===== src/inc/otfr_pkg.sv =====
// Constants, field layout and types of the overtemperature fault-response sequencer.
// Assumes a single 20 MHz system clock and a plain register write/read port.
//
// Overview of operation
// - Configuration register lives at address 0x50
// - Response bits 7:6; code 00 ignores fault
// - Code 01 keeps running for first delay
// - Code 01: still faulted, disable then retry
// - Code 10 disables at once, then retries
// - Code 11 disables while fault persists
// - Code 11 re-enables once fault clears
// - Bits 5:3 give 0-6 retries, 7 unlimited
// - Retries exhausted: stay off until reset
// - Bits 2:0 pick disable delay, retry spacing
// - Codes 0-2: 10/20/40 ms, 252/558/924 ms
package otfr_pkg;

   ////////////////////////////////////////////////////////////////////////////////
   // Clock and time base
   localparam int unsigned OTFR_CLK_HZ = 20_000_000;
   localparam int unsigned OTFR_MS_PER_S = 1000;
   localparam int unsigned OTFR_MS_CYCLES = OTFR_CLK_HZ / OTFR_MS_PER_S;
   localparam int unsigned OTFR_PRE_W = 16;
   localparam int unsigned OTFR_MS_W = 12;

   ////////////////////////////////////////////////////////////////////////////////
   // Register map
   localparam logic [7:0] OTFR_CFG_ADDR = 8'h50;
   localparam logic [7:0] OTFR_CFG_RESET = 8'h00;
   localparam logic [7:0] OTFR_RDATA_NONE = 8'h00;

   // Field positions of the configuration byte
   localparam int unsigned OTFR_RESP_LSB = 6;
   localparam int unsigned OTFR_RETRY_LSB = 3;
   localparam int unsigned OTFR_DELAY_LSB = 0;

   typedef struct packed
   {
      logic [1:0] resp;
      logic [2:0] retry;
      logic [2:0] delay;
   } otfr_cfg_type;

   localparam logic [1:0] OTFR_RESP_IGNORE = 2'h0;
   localparam logic [1:0] OTFR_RESP_DELAYED = 2'h1;
   localparam logic [1:0] OTFR_RESP_IMMED = 2'h2;
   localparam logic [1:0] OTFR_RESP_HOLD = 2'h3;

   localparam logic [2:0] OTFR_RETRY_NONE = 3'h0;
   localparam logic [2:0] OTFR_RETRY_LAST = 3'h1;
   localparam logic [2:0] OTFR_RETRY_UNLIM = 3'h7;

   ////////////////////////////////////////////////////////////////////////////////
   // Delay tables in milliseconds, indexed by the delay code
   localparam logic [7:0][11:0] OTFR_DLY1_MS =
      {12'd1280, 12'd640, 12'd320, 12'd160, 12'd80, 12'd40, 12'd20, 12'd10};
   localparam logic [7:0][11:0] OTFR_DLY2_MS =
      {12'd2604, 12'd2268, 12'd1932, 12'd1596, 12'd1260, 12'd924, 12'd558, 12'd252};

   function automatic logic [11:0] otfr_dly1_ms(input logic [2:0] code);
      return OTFR_DLY1_MS[code];
   endfunction

   function automatic logic [11:0] otfr_dly2_ms(input logic [2:0] code);
      return OTFR_DLY2_MS[code];
   endfunction

   ////////////////////////////////////////////////////////////////////////////////
   // Sequencer states
   typedef enum logic [4:0]
   {
      OTFR_ST_RUN = 5'h01,
      OTFR_ST_DLY = 5'h02,
      OTFR_ST_OFF = 5'h04,
      OTFR_ST_HOLD = 5'h08,
      OTFR_ST_LATCH = 5'h10
   } otfr_state_type;

endpackage


===== src/hw/otfr_timer.sv =====
// Millisecond delay timer for the fault-response sequencer.
// Assumes start pulses come from logic on the same clock; target is at least 1 ms.
module otfr_timer
   import otfr_pkg::*;
#(
   parameter int unsigned MS_CYCLES_P = OTFR_MS_CYCLES
)
(
   // Clock and reset
   input wire logic clk_sys_in,
   input wire logic rst_in,
   input wire logic ce_in,
   // Control
   input wire logic start_in,
   input wire logic [OTFR_MS_W-1:0] target_ms_in,
   // Status
   output logic done_out
);

   localparam logic [OTFR_PRE_W-1:0] PRE_LAST = OTFR_PRE_W'(MS_CYCLES_P - 1);

   if (MS_CYCLES_P < 1 || MS_CYCLES_P > 65535)
   begin : g_chk
      $error("otfr_timer: MS_CYCLES_P out of range");
   end

   logic [OTFR_PRE_W-1:0] pre_ff, nxt_pre;
   logic [OTFR_MS_W-1:0] ms_ff, nxt_ms;
   logic [OTFR_MS_W-1:0] tgt_ff, nxt_tgt;
   logic done_ff, nxt_done;
   logic [OTFR_MS_W-1:0] ms_inc;

   always_comb
   begin
      ms_inc = OTFR_MS_W'(ms_ff + 1'b1);
      nxt_pre = pre_ff;
      nxt_ms = ms_ff;
      nxt_tgt = tgt_ff;
      nxt_done = done_ff;
      if (start_in)
      begin
         nxt_pre = '0;
         nxt_ms = '0;
         nxt_tgt = target_ms_in;
         nxt_done = 1'b0;
      end
      else if (!done_ff)
      begin
         if (pre_ff == PRE_LAST)
         begin
            nxt_pre = '0;
            nxt_ms = ms_inc;
            nxt_done = (ms_inc == tgt_ff);
         end
         else
         begin
            nxt_pre = OTFR_PRE_W'(pre_ff + 1'b1);
         end
      end
   end

   always_ff @(posedge clk_sys_in or posedge rst_in)
   begin
      if (rst_in)
      begin
         pre_ff <= '0;
         ms_ff <= '0;
         tgt_ff <= '0;
         done_ff <= 1'b0;
      end
      else if (ce_in)
      begin
         pre_ff <= nxt_pre;
         ms_ff <= nxt_ms;
         tgt_ff <= nxt_tgt;
         done_ff <= nxt_done;
      end
   end

   assign done_out = done_ff;

endmodule


===== src/hw/otfr_top.sv =====
// Overtemperature fault-response sequencer: configuration register and state machine
// that drives the power-stage output enable.
// Assumes the fault pin is asynchronous and the register port is on clk_sys_in.
module otfr_top
   import otfr_pkg::*;
#(
   parameter int unsigned MS_CYCLES_P = OTFR_MS_CYCLES
)
(
   // Clock, reset, enable
   input wire logic clk_sys_in,
   input wire logic rst_in,
   input wire logic ce_in,
   // Fault pin
   input wire logic ot_fault_in,
   // Register port
   input wire logic [7:0] reg_addr_in,
   input wire logic reg_wr_in,
   input wire logic [7:0] reg_wdata_in,
   output logic [7:0] reg_rdata_out,
   // Power stage and status
   output logic out_en_out,
   output logic [4:0] fsm_state_out,
   output logic [2:0] retries_left_out
);

   ////////////////////////////////////////////////////////////////////////////////
   // Fault pin synchroniser and agreement filter

   logic [2:0] sync_ff, nxt_sync;
   logic fault_ff, nxt_fault;

   always_comb
   begin
      nxt_sync = {sync_ff[1:0], ot_fault_in};
      nxt_fault = fault_ff;
      // A level is accepted only once the last two stages agree
      if (sync_ff[1] == sync_ff[2])
      begin
         nxt_fault = sync_ff[2];
      end
   end

   always_ff @(posedge clk_sys_in or posedge rst_in)
   begin
      if (rst_in)
      begin
         sync_ff <= '0;
         fault_ff <= 1'b0;
      end
      else if (ce_in)
      begin
         sync_ff <= nxt_sync;
         fault_ff <= nxt_fault;
      end
   end

   ////////////////////////////////////////////////////////////////////////////////
   // Configuration register

   otfr_cfg_type cfg_ff, nxt_cfg;
   logic [7:0] rdata_ff, nxt_rdata;
   logic cfg_hit;

   always_comb
   begin
      cfg_hit = (reg_addr_in == OTFR_CFG_ADDR);
      nxt_cfg = cfg_ff;
      if (reg_wr_in && cfg_hit)
      begin
         nxt_cfg = otfr_cfg_type'(reg_wdata_in);
      end
      nxt_rdata = cfg_hit ? 8'(cfg_ff) : OTFR_RDATA_NONE;
   end

   always_ff @(posedge clk_sys_in or posedge rst_in)
   begin
      if (rst_in)
      begin
         cfg_ff <= otfr_cfg_type'(OTFR_CFG_RESET);
         rdata_ff <= OTFR_RDATA_NONE;
      end
      else if (ce_in)
      begin
         cfg_ff <= nxt_cfg;
         rdata_ff <= nxt_rdata;
      end
   end

   ////////////////////////////////////////////////////////////////////////////////
   // Response state machine

   otfr_state_type state_ff, nxt_state;
   logic [2:0] retry_ff, nxt_retry;
   logic out_en_ff, nxt_out_en;
   logic tmr_start;
   logic tmr_done;
   logic [OTFR_MS_W-1:0] tmr_target;

   always_comb
   begin
      nxt_state = state_ff;
      nxt_retry = retry_ff;
      tmr_start = 1'b0;
      tmr_target = otfr_dly2_ms(cfg_ff.delay);
      case (state_ff)
         OTFR_ST_RUN:
         begin
            if (fault_ff)
            begin
               case (cfg_ff.resp)
                  OTFR_RESP_DELAYED:
                  begin
                     nxt_state = OTFR_ST_DLY;
                     tmr_start = 1'b1;
                     tmr_target = otfr_dly1_ms(cfg_ff.delay);
                  end
                  OTFR_RESP_IMMED:
                  begin
                     // Zero retries means the first shutdown is final
                     if (cfg_ff.retry == OTFR_RETRY_NONE)
                     begin
                        nxt_state = OTFR_ST_LATCH;
                     end
                     else
                     begin
                        nxt_state = OTFR_ST_OFF;
                        nxt_retry = cfg_ff.retry;
                        tmr_start = 1'b1;
                     end
                  end
                  OTFR_RESP_HOLD:
                  begin
                     nxt_state = OTFR_ST_HOLD;
                  end
                  default:
                  begin
                     nxt_state = OTFR_ST_RUN;
                  end
               endcase
            end
         end
         OTFR_ST_DLY:
         begin
            if (!fault_ff)
            begin
               nxt_state = OTFR_ST_RUN;
            end
            else if (tmr_done)
            begin
               if (cfg_ff.retry == OTFR_RETRY_NONE)
               begin
                  nxt_state = OTFR_ST_LATCH;
               end
               else
               begin
                  nxt_state = OTFR_ST_OFF;
                  nxt_retry = cfg_ff.retry;
                  tmr_start = 1'b1;
               end
            end
         end
         OTFR_ST_OFF:
         begin
            // Each expiry of the spacing is one restart attempt
            if (tmr_done)
            begin
               if (!fault_ff)
               begin
                  nxt_state = OTFR_ST_RUN;
               end
               else if (retry_ff == OTFR_RETRY_UNLIM)
               begin
                  tmr_start = 1'b1;
               end
               else if (retry_ff == OTFR_RETRY_LAST)
               begin
                  nxt_state = OTFR_ST_LATCH;
                  nxt_retry = OTFR_RETRY_NONE;
               end
               else
               begin
                  nxt_retry = 3'(retry_ff - 1'b1);
                  tmr_start = 1'b1;
               end
            end
         end
         OTFR_ST_HOLD:
         begin
            if (!fault_ff)
            begin
               nxt_state = OTFR_ST_RUN;
            end
         end
         OTFR_ST_LATCH:
         begin
            // Only reset leaves this state
            nxt_state = OTFR_ST_LATCH;
         end
         default:
         begin
            nxt_state = OTFR_ST_RUN;
         end
      endcase
      nxt_out_en = (nxt_state == OTFR_ST_RUN) || (nxt_state == OTFR_ST_DLY);
   end

   always_ff @(posedge clk_sys_in or posedge rst_in)
   begin
      if (rst_in)
      begin
         state_ff <= OTFR_ST_RUN;
         retry_ff <= OTFR_RETRY_NONE;
         out_en_ff <= 1'b1;
      end
      else if (ce_in)
      begin
         state_ff <= nxt_state;
         retry_ff <= nxt_retry;
         out_en_ff <= nxt_out_en;
      end
   end

   otfr_timer #(
      .MS_CYCLES_P(MS_CYCLES_P)
   ) u_timer (
      .clk_sys_in(clk_sys_in),
      .rst_in(rst_in),
      .ce_in(ce_in),
      .start_in(tmr_start),
      .target_ms_in(tmr_target),
      .done_out(tmr_done)
   );

   assign reg_rdata_out = rdata_ff;
   assign out_en_out = out_en_ff;
   assign fsm_state_out = state_ff;
   assign retries_left_out = retry_ff;
endmodule


===== config.mk =====
export PLATFORM = sky130hd
export DESIGN_NAME = otfr_top
export DESIGN_NICKNAME = d
export VERILOG_FILES = /design/src/inc/otfr_pkg.sv /design/src/hw/otfr_timer.sv /design/src/hw/otfr_top.sv
export SDC_FILE = /design/constraint.sdc
export NUM_CORES = 1
export LEC_CHECK = 0
export BUFFER_PORTS_ARGS = -buffer_cell sky130_fd_sc_hd__buf_2
export CELL_PAD_IN_SITES_DETAIL_PLACEMENT = 0
export CELL_PAD_IN_SITES_GLOBAL_PLACEMENT = 1
export CORE_AREA = 2 2 98 194
export DETAILED_ROUTE_END_ITERATION = 16
export DIE_AREA = 0 0 100 196
export GPL_TIMING_DRIVEN = 0
export PLACE_DENSITY_LB_ADDON = 0.1
export SYNTH_ARGS = -nofsm -noshare
export SYNTH_HDL_FRONTEND = slang
export SYNTH_SLANG_ARGS = --single-unit

===== constraint.sdc =====
create_clock -name clk_sys_in -period 4.1 [get_ports clk_sys_in]
set_input_delay 1.025 -clock clk_sys_in [delete_from_list [all_inputs] [get_ports clk_sys_in]]
set_output_delay 1.025 -clock clk_sys_in [all_outputs]
set_load 0.005 [all_outputs]

==> impl_metrics.tcl <==
set metrics [dict create \
    grt_start_max_net_pins 40 \
    p_int_mw 1.368 \
    rsz0062_at_grt "false" \
    placed_cells 740 \
    die_w_um 100 \
    antenna_found_initial 0 \
    p_per_area_mw_per_mm2 371.7 \
    yosysSeqAreaShare_pct 39.06 \
    grt_pass1_wl_mm 22.25 \
    die_y_um 196 \
    share_comb_of_total_power_pct 16.9 \
    p_leak_nw 2.222 \
    worstMarginPinSlew_ns 0.6877 \
    rows 70 \
    synth_edf_count 0 \
    report.final.hold_viol_count 0 \
    gr-total-overflow 0 \
    dr_total_vias 3834 \
    drtIter0Drc 177 \
    hp-class "register to register" \
    fin_skew_ns 0.007882 \
    final_antenna_net_count 0 \
    drv_cap 0 \
    start_kind "input port" \
    syn_inst 486 \
    synthArstFlopShare_pct 100.0 \
    postCtsHoldBufs 0 \
    final_layout_size_suffix_gt1_share_pct 19.44 \
    dieArea_sq_mm 0.01960 \
    grtUsageTotal_pct 15.02 \
    status "finished clean" \
    routabilityCongestion 0.8255 \
    path_delay_family "simple AND/OR/NAND/NOR gates" \
    fmax_mhz 369.0 \
    htreeDepth 3 \
    synth_area_leader_cell "dfrtp_1" \
    syn_nets 523 \
    initial_core_util_pct 24.30 \
    synth_cell_type_count 72 \
    ios 38 \
    clkPwrFrac_pct 40.5 \
    synth_area_per_cell_sq_um 9.109 \
    final_common_cell "dfrtp_1" \
    final_cell_mix "dfrtp_1 (67), nand2_1 (63), buf_2 (48), o21ai_0 (39), a21oi_1 (31)" \
    cp_data_required_time_ns 4.32 \
    synthFlopType "dfrtp_1" \
    postCtsSetupRepairBufs 0 \
    yosys-top-cells-area "dfrtp_1 (38%), nand2_1 (5.3%), ha_1 (4.5%)" \
    synth-seq-cells 69 \
    crit_chain "buf_2, inv_1, nor4_4, nand2_1, mux2_2" \
    p_switching_mw 0.5646 \
    cts-root-buf "clkbuf_16" \
    grt_pass1_vias 3942 \
    share_seq_of_total_power_pct 42.6 \
    setup_tns_ns 0 \
    core_sq_mm 0.01822 \
    remaining_drc_errors 0 \
    routedWlPerCell_um 18.20 \
    area_growth_pct 17.47 \
    wl_mm 13.76 \
    holdWs_ns 0.4893 \
    detail_route.first_pass.iterations 4 \
    post_cts_resized 0 \
    slowest_stage "nor4_4" \
    clkLatencyLatePin_ns 0.34 \
    synthDominantCellAreaShare_pct 37.87 \
    crit_path_end_kind "register" \
    ctsLongestPathBuffers 2 \
    n_antenna_cell 0 \
    post-route-util_pct 28.54 \
    clk_pin_slew_ns 0.05 \
    cp_max_fo 9 \
    cp_slowest_stage_delay_ns 0.62 \
    worst-r2r-setup-slack_ns 1.73 \
    numCtsBuffers 9 \
    path_buf_inv 2 \
    io_buffer_count 37 \
    yosys_warnings 0 \
    finalSetupViolations 0 \
    cts_tree "yes" \
    p_sw_share_pct 29.21 \
    cp_data_arrival_time_ns 2.93 \
    relSlewSlack_pct 54.15 \
    fin_cells 756 \
    synth.cell_area_sq_mm 0.004427 \
    vias_per_cell 5.071 \
    dp_hpwl_mm 10.44 \
    min_period_over_period_pct 66.09 \
    slew_viol_final 0 \
    critical_path_class "input port to register" \
    cts.sinks 69 \
    period_needed_ns 2.710 \
    nNetsFinal 572 \
    peakVddDrop_mv 0.1849 \
]
==> stage by stage <==
step	total power, mW	cell area [sq um]	setup slack [ns]
final	1.933	5200	1.390
after detailed placement	1.170	4912	0.9101
after CTS	1.971	5200	1.266
after global placement	1.162	4882	0.07035
after floorplan	1.047	4427	1.338
after global routing	2.044	5200	1.185
==> Yosys cell counts, drive strengths merged (3+ instances only) <==
| library cell | number |
|---|---|
| dfrtp | 67 |
| nand2 | 63 |
| o21ai | 43 |
| a21oi | 32 |
| nor2 | 31 |
| inv | 18 |
| clkbuf | 16 |
| ha | 16 |
| nand3 | 16 |
| buf | 15 |
| a31oi | 14 |
| mux2 | 14 |
| nand4 | 14 |
| nor3 | 13 |
| xnor2 | 12 |
| a22o | 11 |
| and3 | 7 |
| mux2i | 7 |
| o31ai | 7 |
| nor3b | 6 |
| or3 | 5 |
| a211oi | 4 |
| and4 | 4 |
| nor2b | 4 |
| nor4b | 4 |
| a21o | 3 |
| a41oi | 3 |
| nor4 | 3 |
| xor2 | 3 |
==> sequential cells by signal, summed over array words and instances, names as in the netlist <==
register          flops
fsm_state_out         5
u_timer.pre_ff       16
retries_left_out      3
fault_ff              1
sync_ff               3
u_timer.ms_ff        12
reg_rdata_out         8
u_timer.tgt_ff       11
out_en_out            1
cfg_ff                8
u_timer.done_out      1
==> per-layer routing <==
layer	vias to the layer above	routed length, um	global-route usage, %
met5	-	0	0
met4	0	287	5.784
met3	15	307	2.066
met2	65	8154	29.55
met1	1888	5007	15.49
li1	1866	-	-
==> area by class of cell <==
cell class	instances	area [sq um]
repair buffers	38	212.7
clock inverters	1	30.03
multi-input cells	368	2472
clock buffers	15	257.7
flip-flops and latches	69	1729
fillers	1978	13020
plain buffers	31	157.7
inverters	18	70.07
well taps	216	270.3
==> kinds of logic after synthesis <==
group / Yosys count / share of synthesized area [%]
AOI/OAI and AO/OA: 131 / 19.87
xor gates and xnor gates: 15 / 2.968
adders and majority gates: 17 / 4.748
buffers and inverters: 49 / 5.087
DFF: 69 / 39.06
muxes: 22 / 5.738
and+or+nand+nor: 183 / 22.53
==> final timing paths <==
kind,start,depth (start not counted),to
setup / recovery,ce_in,5,cfg_ff[5]
hold / removal,out_en_out,1,out_en_out
setup reg to reg,fsm_state_out[2],7,u_timer.tgt_ff[1]
hold reg to reg,out_en_out,1,out_en_out
max in group asynchronous,rst_in,3,fsm_state_out[0]
min in group asynchronous,rst_in,2,reg_rdata_out[0]
==> power groups by stage <==
stage | logic (mW) | clock network [mW] | registers (mW)
after floorplan | 0.237 | 0 | 0.810
after global placement | 0.325 | 0 | 0.837
after detailed placement | 0.335 | 0 | 0.835
after CTS | 0.335 | 0.812 | 0.824
after global routing | 0.375 | 0.835 | 0.835
final | 0.328 | 0.782 | 0.823
No activity file was read; power rests on OpenSTA's default activity.
